`config.mk`:
```
export PLATFORM = sky130hd
export DESIGN_NAME = gpc_bank
export DESIGN_NICKNAME = d
export VERILOG_FILES = /design/src/core/gpc_pkg.sv /design/src/core/gpc_bank.sv /design/src/core/gpc_pin_cell.sv
export SDC_FILE = /design/constraint.sdc
export NUM_CORES = 1
export LEC_CHECK = 0
export BUFFER_PORTS_ARGS = -buffer_cell sky130_fd_sc_hd__buf_2
export CAP_MARGIN = 25
export CORE_MARGIN = 2
export CORE_UTILIZATION = 45
export DETAILED_ROUTE_END_ITERATION = 8
export PLACE_DENSITY_LB_ADDON = 0.15
export REMOVE_ABC_BUFFERS = 1
export SYNTH_ARGS = -nofsm -noshare
export SYNTH_HDL_FRONTEND = slang
export SYNTH_SLANG_ARGS = --single-unit
export TNS_END_PERCENT = 100
```
`constraint.sdc`:
```
create_clock -name clk_i -period 1.3 [get_ports clk_i]
set_clock_uncertainty 0.05 [all_clocks]
set_input_delay 0.26 -clock clk_i [delete_from_list [all_inputs] [get_ports clk_i]]
set_output_delay 0.26 -clock clk_i [all_outputs]
set_load 0.05 [all_outputs]
```
`src/core/gpc_pkg.sv`:
```
package gpc_pkg;

  // ----------------------------------------
  // Register map
  // ----------------------------------------
  localparam int unsigned GPC_NUM_PINS = 10;
  // Printed offsets are not multiples of four: they are word indices
  localparam logic [7:0] GPC_IDX_FIRST = 8'h30;
  localparam logic [7:0] GPC_IDX_LAST  = 8'h39;
  localparam logic [7:0] GPC_IDX_P25   = 8'h30;
  localparam logic [7:0] GPC_IDX_P26   = 8'h31;
  localparam logic [7:0] GPC_IDX_P27   = 8'h32;
  localparam logic [7:0] GPC_IDX_P30   = 8'h33;
  localparam logic [7:0] GPC_IDX_P31   = 8'h34;
  localparam logic [7:0] GPC_IDX_P32   = 8'h35;
  localparam logic [7:0] GPC_IDX_P33   = 8'h36;
  localparam logic [7:0] GPC_IDX_P34   = 8'h37;
  localparam logic [7:0] GPC_IDX_P35   = 8'h38;
  localparam logic [7:0] GPC_IDX_P36   = 8'h39;
  // Added control register, word index
  localparam logic [7:0] GPC_IDX_RST_CTRL = 8'h3F;

  // ----------------------------------------
  // Field positions
  // ----------------------------------------
  localparam int unsigned GPC_BIT_DIR   = 0;
  localparam int unsigned GPC_BIT_POL   = 1;
  localparam int unsigned GPC_BIT_ALT   = 2;
  localparam int unsigned GPC_BIT_OTYPE = 7;
  localparam logic [7:0] GPC_WR_MASK    = 8'h87;

  // ----------------------------------------
  // Reset values
  // ----------------------------------------
  localparam logic [7:0] GPC_RST_STBY     = 8'h01;
  localparam logic [7:0] GPC_RST_MAIN_FAN = 8'h00;
  localparam logic [7:0] GPC_RST_P34      = 8'h05;
  localparam logic [7:0] GPC_RST_P35      = 8'h04;

  // Local pin index of each register
  localparam int unsigned GPC_PIN_P25 = 0;
  localparam int unsigned GPC_PIN_P26 = 1;
  localparam int unsigned GPC_PIN_P27 = 2;
  localparam int unsigned GPC_PIN_P30 = 3;
  localparam int unsigned GPC_PIN_P31 = 4;
  localparam int unsigned GPC_PIN_P32 = 5;
  localparam int unsigned GPC_PIN_P33 = 6;
  localparam int unsigned GPC_PIN_P34 = 7;
  localparam int unsigned GPC_PIN_P35 = 8;
  localparam int unsigned GPC_PIN_P36 = 9;

  typedef enum logic [1:0] {
    GPC_IDLE = 2'b00,
    GPC_ACK  = 2'b01
  } gpc_bus_e;

endpackage

```
`src/core/gpc_bank.sv`:
```
`timescale 1ns/1ps
// Contract
// RQ1: Bit 0 set makes the pin an input, clear an output; default 0x01.
// RQ2: Bit 1 set inverts the pin's logical sense.
// RQ3: Bit 2 set selects the alternate function; bits 6:3 reserved.
// RQ4: Bit 7 set selects open-drain driver, clear push-pull.
// RQ5: Index 0x30 configures pin 2.5; alternate is music serial receive.
// RQ6: Index 0x31 configures pin 2.6; alternate is music serial transmit.
// RQ7: Index 0x32 configures pin 2.7; alternate is active-low system-management interrupt.
// RQ8: Index 0x33 configures pin 3.0; alternate is fan speed sense 2.
// RQ9: Index 0x34 configures pin 3.1; alternate is fan speed sense 1.
// RQ10: Index 0x35 pin 3.2, fan drive 2; 0x01 standby, 0x00 main reset.
// RQ11: Index 0x36 pin 3.3, fan drive 1; 0x01 standby, 0x00 main reset.
// RQ12: Index 0x37 pin 3.4, infrared receive 2; resets to 0x05.
// RQ13: Index 0x38 pin 3.5, infrared transmit 2; 0x04 on every reset.
// RQ14: Index 0x39 pin 3.6; alternate is active-low keyboard reset.
// RQ15: Reserved bits 6:3 ignore writes and read as zero.
module gpc_bank
  import gpc_pkg::*;
#(
  parameter int unsigned NPINS = GPC_NUM_PINS
) (
  input  wire logic             clk_i,
  input  wire logic             rst_i,
  input  wire logic             main_rst_i,
  // Wishbone classic slave
  input  wire logic             cyc_i,
  input  wire logic             stb_i,
  input  wire logic             we_i,
  input  wire logic [9:0]       adr_i,
  input  wire logic [3:0]       sel_i,
  input  wire logic [31:0]      dat_i,
  output logic      [31:0]      dat_o,
  output logic                  ack_o,
  // Pads
  input  wire logic [NPINS-1:0] pin_i,
  output logic      [NPINS-1:0] pin_o,
  output logic      [NPINS-1:0] pin_oe_n_o,
  // Plain general-purpose data
  input  wire logic [NPINS-1:0] gp_out_i,
  output logic      [NPINS-1:0] gp_in_o,
  // Alternate-function peripherals
  output logic                  music_serial_rx_o,
  input  wire logic             music_serial_tx_i,
  input  wire logic             sys_mgmt_irq_n_i,
  output logic                  fan_speed_sense_2_o,
  output logic                  fan_speed_sense_1_o,
  input  wire logic             fan_drive_2_i,
  input  wire logic             fan_drive_1_i,
  output logic                  infrared_rx_2_o,
  input  wire logic             infrared_tx_2_i,
  input  wire logic             keyboard_reset_n_i
);

  // ----------------------------------------
  // State
  // ----------------------------------------
  typedef struct packed {
    logic [NPINS-1:0][7:0] cfg;
    logic                  ack;
    logic [31:0]           rdat;
    logic                  main_rst_en;
  } gpc_state_s;

  gpc_state_s st_ff;
  gpc_state_s nxt_st;

  logic [NPINS-1:0] alt_out;
  logic [NPINS-1:0] alt_is_out;
  logic [NPINS-1:0] alt_in;
  logic [7:0]       idx;
  logic             hit_cfg;
  logic [3:0]       sel_pin;
  logic             req;

  function automatic logic [7:0] stby_default(input int unsigned p);
    case (p)
      GPC_PIN_P34: stby_default = GPC_RST_P34;  // [RQ12]
      GPC_PIN_P35: stby_default = GPC_RST_P35;  // [RQ13]
      default:     stby_default = GPC_RST_STBY; // [RQ1] [RQ10] [RQ11]
    endcase
  endfunction

  // ----------------------------------------
  // Register access and main-supply reset
  // ----------------------------------------
  always_comb begin
    nxt_st   = st_ff;
    idx      = adr_i[9:2];
    hit_cfg  = (idx >= GPC_IDX_FIRST) && (idx <= GPC_IDX_LAST);
    sel_pin  = 4'(idx - GPC_IDX_FIRST);
    req      = cyc_i && stb_i && !st_ff.ack;
    nxt_st.ack = req;
    if (req) begin
      nxt_st.rdat = 32'h0000_0000;
      if (hit_cfg) begin
        // Reserved bits are never stored, so they read as zero
        nxt_st.rdat[7:0] = st_ff.cfg[sel_pin];                              // [RQ15]
        if (we_i && sel_i[0]) begin
          nxt_st.cfg[sel_pin] = dat_i[7:0] & GPC_WR_MASK;                   // [RQ15]
        end
      end else if (idx == GPC_IDX_RST_CTRL) begin
        nxt_st.rdat[0] = st_ff.main_rst_en;
        if (we_i && sel_i[0]) begin
          nxt_st.main_rst_en = dat_i[0];
        end
      end
    end
    // Main-supply power-on or hard reset
    if (main_rst_i && st_ff.main_rst_en) begin
      nxt_st.cfg[GPC_PIN_P32] = GPC_RST_MAIN_FAN;                           // [RQ10]
      nxt_st.cfg[GPC_PIN_P33] = GPC_RST_MAIN_FAN;                           // [RQ11]
      nxt_st.cfg[GPC_PIN_P35] = GPC_RST_P35;                                // [RQ13]
    end
  end

  always_ff @(posedge clk_i) begin
    if (rst_i) begin
      for (int p = 0; p < NPINS; p++) begin
        st_ff.cfg[p] <= stby_default(p);                                    // [RQ1]
      end
      st_ff.ack         <= 1'b0;
      st_ff.rdat        <= 32'h0000_0000;
      st_ff.main_rst_en <= 1'b1;
    end else begin
      st_ff <= nxt_st;
    end
  end

  assign ack_o = st_ff.ack;
  assign dat_o = st_ff.rdat;

  // ----------------------------------------
  // Alternate-function routing
  // ----------------------------------------
  always_comb begin
    alt_out    = '0;
    alt_is_out = '0;
    alt_out[GPC_PIN_P26]    = music_serial_tx_i;                            // [RQ6]
    alt_is_out[GPC_PIN_P26] = 1'b1;
    alt_out[GPC_PIN_P27]    = sys_mgmt_irq_n_i;                             // [RQ7]
    alt_is_out[GPC_PIN_P27] = 1'b1;
    alt_out[GPC_PIN_P32]    = fan_drive_2_i;                                // [RQ10]
    alt_is_out[GPC_PIN_P32] = 1'b1;
    alt_out[GPC_PIN_P33]    = fan_drive_1_i;                                // [RQ11]
    alt_is_out[GPC_PIN_P33] = 1'b1;
    alt_out[GPC_PIN_P35]    = infrared_tx_2_i;                              // [RQ13]
    alt_is_out[GPC_PIN_P35] = 1'b1;
    alt_out[GPC_PIN_P36]    = keyboard_reset_n_i;                           // [RQ14]
    alt_is_out[GPC_PIN_P36] = 1'b1;
  end

  for (genvar g = 0; g < NPINS; g++) begin : g_pin
    gpc_pin_cell u_cell (
      .clk_i        (clk_i),
      .rst_i        (rst_i),
      .cfg_i        (st_ff.cfg[g]),
      .pin_i        (pin_i[g]),
      .gp_out_i     (gp_out_i[g]),
      .alt_out_i    (alt_out[g]),
      .alt_is_out_i (alt_is_out[g]),
      .pin_o        (pin_o[g]),
      .pin_oe_n_o   (pin_oe_n_o[g]),
      .gp_in_o      (gp_in_o[g]),
      .alt_in_o     (alt_in[g])
    );
  end

  assign music_serial_rx_o   = alt_in[GPC_PIN_P25];                        // [RQ5]
  assign fan_speed_sense_2_o = alt_in[GPC_PIN_P30];                        // [RQ8]
  assign fan_speed_sense_1_o = alt_in[GPC_PIN_P31];                        // [RQ9]
  assign infrared_rx_2_o     = alt_in[GPC_PIN_P34];                        // [RQ12]

  // ----------------------------------------
  // Checks
  // ----------------------------------------
  a_reserved_zero: assert property (@(posedge clk_i) disable iff (rst_i)
    ack_o |-> dat_o[6:3] == 4'h0)  // [RQ15]
    else $error("reserved bits read nonzero");
  a_ack_one_cycle: assert property (@(posedge clk_i) disable iff (rst_i)
    ack_o |=> !ack_o)
    else $error("ack held more than one cycle");
  a_write_stores: assert property (@(posedge clk_i) disable iff (rst_i)
    (cyc_i && stb_i && !ack_o && we_i && sel_i[0] && hit_cfg && !main_rst_i)
      |=> st_ff.cfg[$past(sel_pin)] == ($past(dat_i[7:0]) & 8'h87))  // [RQ15]
    else $error("config write not stored");
  a_fan_main_rst: assert property (@(posedge clk_i) disable iff (rst_i)
    (main_rst_i && st_ff.main_rst_en) |=> st_ff.cfg[GPC_PIN_P32] == 8'h00
      && st_ff.cfg[GPC_PIN_P33] == 8'h00 && st_ff.cfg[GPC_PIN_P35] == 8'h04)  // [RQ10]
    else $error("main reset default wrong");
  a_stby_defaults: assert property (@(posedge clk_i)
    !rst_i && $past(rst_i) |-> st_ff.cfg[GPC_PIN_P34] == 8'h05 && st_ff.cfg[GPC_PIN_P35] == 8'h04
      && st_ff.cfg[GPC_PIN_P25] == 8'h01)  // [RQ12]
    else $error("standby default wrong");
  a_irtx_route: assert property (@(posedge clk_i) disable iff (rst_i)
    (st_ff.cfg[GPC_PIN_P35] == 8'h04) |=> pin_oe_n_o[GPC_PIN_P35] == 1'b0
      && pin_o[GPC_PIN_P35] == $past(infrared_tx_2_i))  // [RQ13]
    else $error("infrared tx not routed");
  a_irrx_route: assert property (@(posedge clk_i) disable iff (rst_i)
    (st_ff.cfg[GPC_PIN_P34] == 8'h05) |=> infrared_rx_2_o == $past(pin_i[GPC_PIN_P34]))  // [RQ12]
    else $error("infrared rx not routed");
  a_kbd_route: assert property (@(posedge clk_i) disable iff (rst_i)
    (st_ff.cfg[GPC_PIN_P36] == 8'h06) |=> pin_o[GPC_PIN_P36] == !$past(keyboard_reset_n_i))  // [RQ14]
    else $error("keyboard reset not routed");

  c_write: cover property (@(posedge clk_i) cyc_i && stb_i && we_i && hit_cfg && ack_o);
  c_read: cover property (@(posedge clk_i) cyc_i && stb_i && !we_i && hit_cfg && ack_o);
  c_od_low: cover property (@(posedge clk_i) st_ff.cfg[0][7] && !pin_oe_n_o[0]);
  c_main_rst: cover property (@(posedge clk_i) main_rst_i && st_ff.main_rst_en);

endmodule

```
`src/core/gpc_pin_cell.sv`:
```
`timescale 1ns/1ps
module gpc_pin_cell
  import gpc_pkg::*;
(
  input  wire logic       clk_i,
  input  wire logic       rst_i,
  input  wire logic [7:0] cfg_i,
  input  wire logic       pin_i,
  input  wire logic       gp_out_i,
  input  wire logic       alt_out_i,
  input  wire logic       alt_is_out_i,
  output logic            pin_o,
  output logic            pin_oe_n_o,
  output logic            gp_in_o,
  output logic            alt_in_o
);

  // ----------------------------------------
  // Pad state
  // ----------------------------------------
  typedef struct packed {
    logic pin;
    logic oe_n;
    logic gp_in;
    logic alt_in;
  } gpc_cell_s;

  gpc_cell_s st_ff;
  gpc_cell_s nxt_st;

  logic is_out;
  logic dval;
  logic rx;

  always_comb begin
    nxt_st = st_ff;
    // Alternate output follows the peripheral direction, else bit 0
    is_out = cfg_i[GPC_BIT_ALT] ? alt_is_out_i : ~cfg_i[GPC_BIT_DIR];          // [RQ1] [RQ3]
    dval   = (cfg_i[GPC_BIT_ALT] ? alt_out_i : gp_out_i) ^ cfg_i[GPC_BIT_POL]; // [RQ2]
    rx     = pin_i ^ cfg_i[GPC_BIT_POL];                                        // [RQ2]
    if (!is_out) begin
      nxt_st.oe_n = 1'b1;
      nxt_st.pin  = 1'b0;
    end else if (cfg_i[GPC_BIT_OTYPE]) begin
      // Open drain: drive only the low level
      nxt_st.oe_n = dval;                                                       // [RQ4]
      nxt_st.pin  = 1'b0;
    end else begin
      nxt_st.oe_n = 1'b0;                                                       // [RQ4]
      nxt_st.pin  = dval;
    end
    nxt_st.gp_in  = cfg_i[GPC_BIT_ALT] ? 1'b0 : rx;                             // [RQ3]
    nxt_st.alt_in = cfg_i[GPC_BIT_ALT] ? rx : 1'b0;                             // [RQ3]
  end

  always_ff @(posedge clk_i) begin
    if (rst_i) begin
      st_ff <= '{pin: 1'b0, oe_n: 1'b1, gp_in: 1'b0, alt_in: 1'b0};
    end else begin
      st_ff <= nxt_st;
    end
  end

  assign pin_o      = st_ff.pin;
  assign pin_oe_n_o = st_ff.oe_n;
  assign gp_in_o    = st_ff.gp_in;
  assign alt_in_o   = st_ff.alt_in;

  a_input_floats: assert property (@(posedge clk_i) disable iff (rst_i)
    (!cfg_i[GPC_BIT_ALT] && cfg_i[GPC_BIT_DIR]) |=> pin_oe_n_o)  // [RQ1]
    else $error("input pin is driven");
  a_od_no_high: assert property (@(posedge clk_i) disable iff (rst_i)
    $past(cfg_i[GPC_BIT_OTYPE]) && !pin_oe_n_o |-> !pin_o)  // [RQ4]
    else $error("open drain drives high");

endmodule

```
==> out/metrics.yaml, run 1 <==
run_status:
  status: "finished, violations left"
  failed_checks: "setup timing"
detailed_routing:
  routed_wl_microns: 9520
  route.detailed.vias_per_inst: 4.92
  dr.pass1.iters: 4
  dr.first_iter.drc_count: 158
  post_drt_wl_per_cell_microns: 15.1
  detail_route.drc_violations: 0
  via_count: 3102
  drtAntennaViolNets: 0
synthesis:
  yosysUniqueCellTypes: 59
  synth.top_cells.by_area: "dfxtp_1, mux2i_1, buf_4"
  syn_inst: 413
  synth_enable_flop_cells: 0
  synth_area_leader_cell: "dfxtp_1"
  avgSynthCellArea_sq_um: 9.93
  synth.top_cell.area_share_pct: 39.0
  async_sr_flop_fraction_pct: 0
  yosys_register_bits: 80
  summed_instance_area_of_the_synthesized_netlist_sq_mm: 0.00410
  synth-seq-area-share_pct: 39.0
  synthFlopType: "dfxtp_1"
  synth-warning-count: 0
pwr:
  cellPowerDensity_mw_per_mm2: 1080
  p_total_mw: 5.40
  cellLeakagePower_nw: 2.36
  power.ir.vdd_worst_mv: 0.652
clock_network:
  cts_tree: "built"
  htreeDepth: 3
  clkTransAtPathRegs_ps: 80
  clkLatencyLatePin_ps: 340
  cts_hold_buffers: 0
  clock_sinks: 80
  numCtsBuffers: 9
  cts.root.buffer_cell: "clkbuf_8"
  clk_path_buf_depth: 2
global_route:
  grt_max_degree: 23
  grt_first_pass_wirelength_microns: 15000
  grt_util_met2_pct: 32.6
  met3_usage_pct: 4.85
  number_of_antenna_violations_at_the_first_check_in_global_routing: 0
  globalRouteMet1Util_pct: 25.4
  aggregate_global_route_resource_usage_pct: 19.5
  grt_pass1_vias: 2968
  global_route.overflow_total: 0
  globalRoute.busiestLayer: "met2"
min_path:
  holdPathStages: 3
  worstHoldPathType: "in -> reg"
floorplanning:
  start_util_pct: 46.8
  num_rows: 34
  floorplan.io_pins: 145
  die_height_microns: 99.5
  core_area_sq_mm: 0.00876
  die_width_microns: 99.5
  die_area_sq_mm: 0.00989
timing:
  worst_slack_ps: -116
  max_clock_freq_mhz: 706
  fin_hold_ws_ps: 126
  timing_max_transition_violations_final: 0
  hold_viol_final: 0
  grt_setup_unrepaired: "yes"
  layout_worst_path_cycle_share_pct: 109
  finalSetupViolCount: 34
  setup_tns_ps: -1810
  finalCriticalPeriod_ps: 1420
worst_setup_path:
  crit_slowest_cell: "dfxtp_2"
  worst_setup_path_end_kind: "register"
  timing.reg2reg.worst_path_depth: 5
  reg2reg_setup_slack_ps: -120
  critical_path_cell_count: 5
  critical_path_buf_inv_count: 1
  worstPathCellList: "and3b_2, buf_6, nand4_4, mux2_2, a21o_1"
  timing.critical_path.required_ps: 1490
  cp_slowest_stage_delay_ps: 330
  criticalPathCategory: "reg -> reg"
  worstSetupStartpointType: "register"
  worstPathArrival_ps: 1610
  critical_path_peak_fanout: 4
  critical_path.top_delay_family: "flip-flops"
place:
  place_congestion: 0.847
  placedCellCount: 609
  io_buffer_count: 83
  hpwlAfterDp_microns: 7050
final_layout:
  final_cell_count_no_fill: 631
  final.fill_count: 820
  final_net_count: 596
  layout.core_utilization_pct: 57.2
  share_of_cells_above_drive_strength_1_pct: 38.4
  multiInputGateArea_sq_mm: 0.00203
  seqCellArea_sq_mm: 0.00161
  syn_to_final_growth_pct: 22.2
  antenna-diode-count: 0
flow_run:
  timing.max_cap.violations: 0
[what timing repair did]
action | 4_1_cts | 5_1_grt
setup buffers | 5 | 1
gates resized for setup | 17 | 15
endpoints found under the setup margin | 49 | 45
pin swaps | 13 | 7
[cell type report]
type / instances / share of cell area (%)
multi-input combinational: 271 / 40.6
sequential: 80 / 32.0
timing repair buffer: 148 / 19.4
tap: 108 / 2.70
clock buffer: 10 / 2.55
clock inverter: 6 / 2.15
inverter: 8 / 0.599
[final timing paths]
| check | from | to |
|---|---|---|
| max | ack_o | st_ff[74] |
| min | pin_i[6] | g_pin[6].u_cell.gp_in_o |
| max reg2reg | ack_o | st_ff[74] |
| min reg2reg | st_ff[113] | g_pin[9].u_cell.pin_oe_n_o |
[state kept, by name (all words and copies together), names as in the netlist]
register                 cells
g_pin.u_cell.alt_in_o        4
dat_o                        4
ack_o                        1
g_pin.u_cell.pin_o          10
g_pin.u_cell.pin_oe_n_o     10
st_ff                       41
g_pin.u_cell.gp_in_o        10
[worst min-delay path: stages]
cell and delay (ps):
buf_2 80, xnor2_1 100, nor3_1 40
[through the flow]
stage / instance area (sq um) / worst slack (ps)
after floorplan: 3610 / -420
after global placement: 4630 / -321
after detailed placement: 4630 / -369
after CTS: 4940 / -128
after global routing: 5010 / -173
final: 5010 / -116
[where the power goes]
group	leakage (nW)	switching [mW]	internal, mW
registers	0.649	0.0108	2.48
clock network	0.116	0.891	1.27
logic	1.60	0.522	0.230
[synth_stat cells (3+ instances only)]
master and number:
nor3_1 15, buf_1 4, xor2_1 3, nor3b_1 3
mux4_2 5, buf_6 3, nand4_4 3, dfxtp_1 80
clkbuf_1 7, a211oi_1 3, inv_1 7, nand4_1 4
nand2_1 40, o21ai_1 3, nor2_1 38, a22oi_1 3
a21oi_1 9, and3b_1 7, xnor2_1 17, buf_4 64
mux2i_1 53
[logic make-up (layout without fill, tap and decap cells)]
logic type,after synthesis,count (layout),synth area share [%]
AO/OA/AOI/OAI,27,27,4.30
XOR/XNOR,20,20,4.27
buffers and inverters,89,172,15.1
flip-flops,80,80,39.0
multiplexers,61,61,17.2
other,1,28,0.0914
AND/OR/NAND/NOR,135,135,20.0
[cell usage in the layout (no fill, tap or decap), types with 2 or more instances in the layout]
| cell | n |
|---|---|
| a211oi_1 | 3 |
| nand3_1 | 2 |
| a22oi_2 | 3 |
| nand4_4 | 4 |
| xnor2_1 | 17 |
| nor2_1 | 37 |
| clkbuf_8 | 9 |
| mux2i_2 | 2 |
| nor4_4 | 2 |
| buf_6 | 8 |
| and3b_1 | 6 |
| nand2_1 | 40 |
| bufinv_16 | 3 |
| dfxtp_2 | 3 |
| mux2i_1 | 51 |
| mux4_2 | 7 |
| xor2_1 | 3 |
| buf_12 | 2 |
| nor3_1 | 14 |
| nor3b_1 | 3 |
| inv_1 | 7 |
| o21ai_1 | 3 |
| nor4b_1 | 2 |
| buf_2 | 77 |
| dfxtp_1 | 77 |
| a21oi_1 | 9 |
| nand4_1 | 4 |
| clkinv_2 | 2 |
| buf_4 | 61 |
| conb_1 | 28 |
[per-layer routing]
metal  up-vias  routed length [microns]
li1       1532                        -
met4         0                       89
met2       101                     4540
met3         8                      571
met5         -                        0
met1      1461                     4320
(Power assumes the default switching activity.)
==> inputs of run 2 (changes only) <==
- ABC_AREA: unset -> 1
==> run 2 against run 1 <==
Compared with the run above: the flow still finishes with violations (setup timing); clock power about the same; sequential share of layout area is 1.7 points lower; sequential power about the same; sequential cell count did not move; synthesized cell count is 41% higher; fmax up 1.3%; via count grew 28%; worst hold slack worse by 10 ps; critical endpoint is now st_ff[73]; wire length up 16%; largest power group unchanged; largest cell class unchanged; design area rose by 5.7%; synthesized area stayed put.
==> out/metrics.yaml, run 2 <==
run_status:
  status: "finished, violations left"
  failed_checks: "setup timing"
synthesis:
  synthFlopType: "dfxtp_1"
  arithmetic_cell_share_of_the_synthesized_area_counting_full_adders_half_adders_and_majority_gates_pct: 0  # unchanged
  synth_area_leader_cell: "dfxtp_1"
  summed_instance_area_of_the_synthesized_netlist_sq_mm: 0.00410  # unchanged
  synth.area.mux_share_pct: 0  # -17 points
  yosys_register_bits: 80  # unchanged
  async_sr_flop_fraction_pct: 0  # unchanged
  yosys.area_share.simple_pct: 27.1  # +7.1 points
  synth_enable_flop_cells: 0  # unchanged
  yosysUniqueCellTypes: 25  # -58%
  synth.top_cell.area_share_pct: 39.0  # unchanged
  synthXorXnorAreaFrac_pct: 4.27  # unchanged
  most_numerous_cell_in_the_yosys_netlist: "nand2_1"
  synth_top_family_by_area: "simple AND/OR/NAND/NOR gates"
  avgSynthCellArea_sq_um: 7.06  # -29%
  synth-seq-area-share_pct: 39.0  # unchanged
  ys_top_cells_by_count: "nand2_1, dfxtp_1, buf_4"
  synth-warning-count: 0  # unchanged
  synth-compound-area-share_pct: 11.0  # +6.7 points
  syn_inst: 581  # +41%
  synth.top_cells.by_area: "dfxtp_1, buf_4, nand2_1"
final_layout:
  final_net_count: 762  # +28%
  antenna-diode-count: 0  # unchanged
  final_cell_count_no_fill: 796  # +26%
  seqCellArea_sq_mm: 0.00160  # about the same
  layout.cells.most_common: "nand2_1"
  final.fill_count: 800  # -2.4%
  multiInputGateArea_sq_mm: 0.00211  # +3.7%
  final_cell_mix: "nand2_1, buf_2, dfxtp_1"
  top_register: "st_ff"
  syn_to_final_growth_pct: 29.2
  share_of_cells_above_drive_strength_1_pct: 33.4  # -5.0 points
  number_of_flip_flops_in_the_largest_register: 41  # unchanged
  final_design_area_no_fill_sq_mm: 0.00530  # +5.7%
detailed_routing:
  maxUsedRoutingLayer: "met4"
  sum_of_met3_wire_segment_lengths_after_detailed_routing_microns: 662  # +16%
  drtAntennaViolNets: 0  # unchanged
  routed_wl_microns: 11100  # +16%
  dr.first_iter.drc_count: 170  # +7.6%
  via_count: 3970  # +28%
  route.detailed.vias_per_inst: 4.99  # +1.5%
  detailed_route_wirelength_on_metal2_microns: 5390  # +19%
  dr.pass1.iters: 5  # +1
  detail_route.drc_violations: 0  # unchanged
  post_drt_wl_per_cell_microns: 13.9  # -7.7%
  total_routed_wire_length_on_the_met1_layer_microns: 4660  # +7.9%
worst_setup_path:
  worstPathArrival_ps: 1640  # +30 ps
  reg2reg_setup_slack_ps: -100  # +20 ps
  timing.reg2reg.worst_path_depth: 8  # +3
  worst_setup_path_end_kind: "register"
  worst_setup_startpoint: "ack_o"
  worst_r2r_endpoint: "st_ff[73]"
  timing.critical_path.to: "st_ff[73]"
  r2r_start: "ack_o"
  worstSetupStartpointType: "register"
  timing.critical_path.required_ps: 1540  # +50 ps
  criticalPathCategory: "reg -> reg"
  critical_path_peak_fanout: 8  # +4
pwr:
  cell_internal_pwr_mw: 3.97  # -0.27%
  share_seq_of_total_power_pct: 45.6  # -0.5 points
  power.net_switching_mw: 1.49  # +4.3%
  cellPowerDensity_mw_per_mm2: 1030  # -4.5%
  power.share.combinational_pct: 14.9  # +1.0 points
  power.ir.vdd_worst_mv: 0.786  # +20%
  cellLeakagePower_nw: 2.30  # -2.7%
  switching_share_pct: 27.2  # +0.89 points
  clock_power_share_pct: 39.5  # -0.5 points
flow_run:
  timing.max_cap.violations: 0  # unchanged
clock_network:
  cts_hold_buffers: 0  # unchanged
  htreeDepth: 3  # unchanged
  cts_tree: "built"
  clk_path_buf_depth: 2  # unchanged
  clock_sinks: 80  # unchanged
  numCtsBuffers: 9  # unchanged
  cts.root.buffer_cell: "clkbuf_8"
  clkTransAtPathRegs_ps: 80  # about the same
  clkLatencyLatePin_ps: 360  # +20 ps
place:
  placement.cell_area_sq_mm: 0.00461  # -0.43%
  hpwlAfterDp_microns: 7590  # +7.8%
  place_congestion: 0.910  # +7.4%
  placedCellCount: 770  # +26%
  io_buffer_count: 83  # unchanged
timing:
  worst_slack_ps: -98.4  # +17.6 ps
  timing_max_transition_violations_final: 0  # unchanged
  finalCriticalPeriod_ps: 1400  # -17.6 ps
  max_clock_freq_mhz: 715  # +1.3%
  layout_worst_path_cycle_share_pct: 108  # -1.4 points
  hold_viol_final: 0  # unchanged
  grt_setup_unrepaired: "yes"
  finalSetupViolCount: 38  # +12%
floorplanning:
  floorplan.io_pins: 145  # unchanged
  die_width_microns: 99.5  # unchanged
  die_area_sq_mm: 0.00989  # unchanged
  num_rows: 34  # unchanged
  start_util_pct: 46.8  # unchanged
  die_height_microns: 99.5  # unchanged
  core_area_sq_mm: 0.00876  # unchanged
global_route:
  grt_max_degree: 38  # +65%
  aggregate_global_route_resource_usage_pct: 21.3  # +1.8 points
  grt_pass1_vias: 3593  # +21%
  global_route.overflow_total: 0  # unchanged
  number_of_antenna_violations_at_the_first_check_in_global_routing: 0  # unchanged
  grt_first_pass_wirelength_microns: 16700  # +11%
min_path:
  worstHoldPathType: "in -> reg"
[run 2: stage by stage]
step	total power, mW	hold slack [ps]	util, %	TNS (ps)	setup slack (ps)
finish	5.45	116	60.5	-1990	-98.4
global route	5.66	120	60.5	-4790	-179
CTS	5.46	112	57.6	-1310	-80.7
detailed placement	3.30	406	52.6	-11440	-324
global placement	3.30	404	52.6	-10030	-265
floorplan	3.01	279	-	-31070	-1000
[run 2: routing by layer]
layer,vias to the layer above,track usage [%]
li1,1963,-
met3,37,3.87
met1,1839,26.7
met5,-,0
met2,131,36.3
met4,0,8.54
[run 2: final cells by class]
| cell class | instances | share of cell area (%) |
|---|---|---|
| multi-input cells | 393 | 39.8 |
| clock buffers | 9 | 2.34 |
| flip-flops and latches | 80 | 30.3 |
| well taps | 108 | 2.55 |
| clock inverters | 6 | 2.05 |
| inverters | 54 | 3.87 |
| repair buffers | 146 | 19.1 |
[run 2: logic make-up after synthesis]
family          count (synthesis)
compound gates                 89
flops                          80
buf+inv                       135
other cells                     1
simple gates                  256
xor+xnor                       20
[run 2: power groups by stage]
stage	clock [mW]	combinational (mW)	sequential [mW]
2_1_floorplan	0	0.376	2.64
5_1_grt	2.30	0.867	2.49
6_report	2.15	0.811	2.49
3_5_place_dp	0	0.756	2.55
4_1_cts	2.19	0.777	2.49
3_3_place_gp	0	0.752	2.54
[run 2: what timing repair did]
action / CTS / global route
endpoints found under the setup margin: 33 / 46
resized for setup: 26 / 66
pin swaps: 24 / 16
gates cloned: 2 / 3
setup buffers: 4 / 3
[run 2: critical path, cell delays in order, from the launching register on]
cell and delay [ps]:
dfxtp_2 330, nor2_4 100, buf_6 110, nand3_4 80
nor2_4 170, buf_12 140, buf_12 130, nand3_1 80
a21oi_1 140
[run 2: worst min path at each step]
stage,slack [ps],cells after the start,end,from
finish,120,3,g_pin[5].u_cell.gp_in_o,pin_i[5]
detailed placement,410,2,dat_o[1],dat_o[1]
CTS,110,2,st_ff[57],rst_i
global placement,400,2,dat_o[1],dat_o[1]
global route,120,2,st_ff[57],rst_i
floorplan,280,1,dat_o[1],rst_i
==> inputs of run 3 (changes only) <==
- CORE_UTILIZATION: 45 -> 36
==> run 3 against run 2 <==
Compared with the run above: sequential cell count unchanged; critical path depth is 5 lower; sequential share of layout area up 0.99 points; via count is 4.6% lower; fmax is 2.1% higher; die area increased by 24%; the run still ends with setup timing left; design area shrank 3.0%; cell count increased by 3.3%; global-route usage is 3.9 points lower; critical endpoint is now ack_o; wire length fell by 4.0%; largest cell class unchanged.
==> out/metrics.yaml, run 3 (synthesized netlist as in run 2, its figures left out) <==
floorplanning:
  core_area_sq_mm: 0.0110  # +25%
  start_util_pct: 37.3  # -9.5 points
  die_width_microns: 111  # +11%
  num_rows: 38  # +12%
  die_area_sq_mm: 0.0123  # +24%
  floorplan.io_pins: 145  # unchanged
  die_height_microns: 111  # +11%
clock_network:
  clkTransAtPathRegs_ps: 60  # -20 ps
  htreeDepth: 3  # unchanged
  numCtsBuffers: 9  # unchanged
  cts_hold_buffers: 0  # unchanged
  clkLatencyLatePin_ps: 330  # -30 ps
  cts_tree: "built"
  clk_path_buf_depth: 2  # unchanged
  clock_sinks: 80  # unchanged
  cts.root.buffer_cell: "clkbuf_16"
place:
  placedCellCount: 806  # +4.7%
  hpwlAfterDp_microns: 8040  # +5.8%
  place_congestion: 0.891  # -2.1%
  io_buffer_count: 83  # unchanged
flow_run:
  timing.max_cap.violations: 0  # unchanged
timing:
  worst_slack_ps: -69.6  # +28.8 ps
  fin_hold_ws_ps: 142  # +26.3 ps
  max_clock_freq_mhz: 730  # +2.1%
  finalCriticalPeriod_ps: 1370  # -28.8 ps
  layout_worst_path_cycle_share_pct: 105  # -2.2 points
  hold_viol_final: 0  # unchanged
  grt_setup_unrepaired: "yes"
  timing_max_transition_violations_final: 0  # unchanged
  finalSetupViolCount: 10  # -74%
  setup_tns_ps: -163  # +1820 ps
detailed_routing:
  dr.first_iter.drc_count: 171  # +0.59%
  via_count: 3786  # -4.6%
  routed_wl_microns: 10600  # -4.0%
  drtAntennaViolNets: 0  # unchanged
  dr.pass1.iters: 4  # -1
  detail_route.drc_violations: 0  # unchanged
  route.detailed.vias_per_inst: 4.61  # -7.7%
  post_drt_wl_per_cell_microns: 13.0  # -7.1%
final_layout:
  final_net_count: 756  # -0.79%
  antenna-diode-count: 0  # unchanged
  number_of_flip_flops_in_the_largest_register: 41  # unchanged
  layout.cells.most_common: "nand2_1"
  final_cell_count_no_fill: 822  # +3.3%
  syn_to_final_growth_pct: 25.4
  top_register: "st_ff"
  final_cell_mix: "nand2_1, buf_2, dfxtp_1"
  share_of_cells_above_drive_strength_1_pct: 28.3  # -5.1 points
run_status:
  status: "finished, violations left"
  failed_checks: "setup timing"
worst_setup_path:
  critical_path_cell_count: 3  # -5
  critical_path.top_delay_family: "buffers and inverters"
  timing.reg2reg.worst_path_depth: 7  # -1
  worstSetupStartpointType: "register"
  worstPathArrival_ps: 1060  # -580 ps
  critical_path.most_common_cell: "buf_4"
  cp_slowest_stage_delay_ps: 330  # about the same
  criticalPathCategory: "reg -> out"
  timing.critical_path.required_ps: 990  # -550 ps
  worstPathCellList: "buf_4, buf_4, buf_6"
  reg2reg_setup_slack_ps: -30  # +70 ps
  crit_slowest_cell: "dfxtp_2"
  worst_setup_path_end_kind: "primary output"
  critical_path_buf_inv_count: 3  # unchanged
  critical_path_peak_fanout: 2  # -6
pwr:
  power.ir.vdd_worst_mv: 0.461  # -41%
  cellLeakagePower_nw: 2.28  # -0.68%
  cellPowerDensity_mw_per_mm2: 1140  # +11%
  p_total_mw: 5.88  # +7.9%
global_route:
  global_route.overflow_total: 0  # unchanged
  grt_max_degree: 30  # -21%
  grt_pass1_vias: 3609  # +0.45%
  number_of_antenna_violations_at_the_first_check_in_global_routing: 0  # unchanged
  grt_first_pass_wirelength_microns: 17200  # +3.0%
  aggregate_global_route_resource_usage_pct: 17.4  # -3.9 points
min_path:
  holdPathStages: 3  # unchanged
  worstHoldPathType: "in -> reg"
==> run 3: final timing paths <==
path                             end  startpoint
max reg2reg                st_ff[44]       ack_o
min reg2reg  g_pin[0].u_cell.gp_in_o   st_ff[36]
max                            ack_o       ack_o
min          g_pin[9].u_cell.gp_in_o    pin_i[9]
==> run 3: area by class of cell <==
type	count	area, sq um
Fill cell	1138	5840
Sequential cell	80	1610
Inverter	54	205
Tap cell	140	175
Multi-Input combinational cell	393	1940
Clock buffer	13	270
Clock inverter	2	37.5
Timing Repair Buffer	140	910
==> run 3: layer usage <==
layer	vias to the layer above	part of all wire (%)	global-route usage, %
met1	1710	49	23.2
met3	10	5.4	4.16
met4	0	1.3	5.67
li1	1958	-	-
met2	108	45	27.8
met5	-	0	0
==> run 3: through the flow <==
| step | cell area (sq um) | setup slack [ps] | util, % |
|---|---|---|---|
| 6_report | 5140 | -69.6 | 46.8 |
| 5_1_grt | 5140 | -112 | 46.8 |
| 4_1_cts | 5030 | -14.4 | 45.8 |
| 3_5_place_dp | 4700 | -314 | 42.8 |
| 3_3_place_gp | 4700 | -288 | 42.8 |
| 2_1_floorplan | 3650 | -1000 | - |
==> run 3: what timing repair did <==
item | in CTS | in global routing
pin swaps | 1 | 6
gates resized for setup | 10 | 43
setup buffers | 0 | 1
setup endpoints to repair | 43 | 46
==> run 3: worst register-to-register path, cell delays in order, from the launching register on <==
cell	delay [ps]
dfxtp_2	330
nor2_4	120
buf_6	110
nand3_4	80
nor2_4	110
buf_12	180
nand3_1	120
a21oi_2	150
==> run 3: report_power, final <==
| part | internal, mW | switching, mW | leakage (nW) |
|---|---|---|---|
| clock network | 1.63 | 0.957 | 0.148 |
| logic | 0.230 | 0.570 | 1.48 |
| registers | 2.48 | 0.0103 | 0.651 |
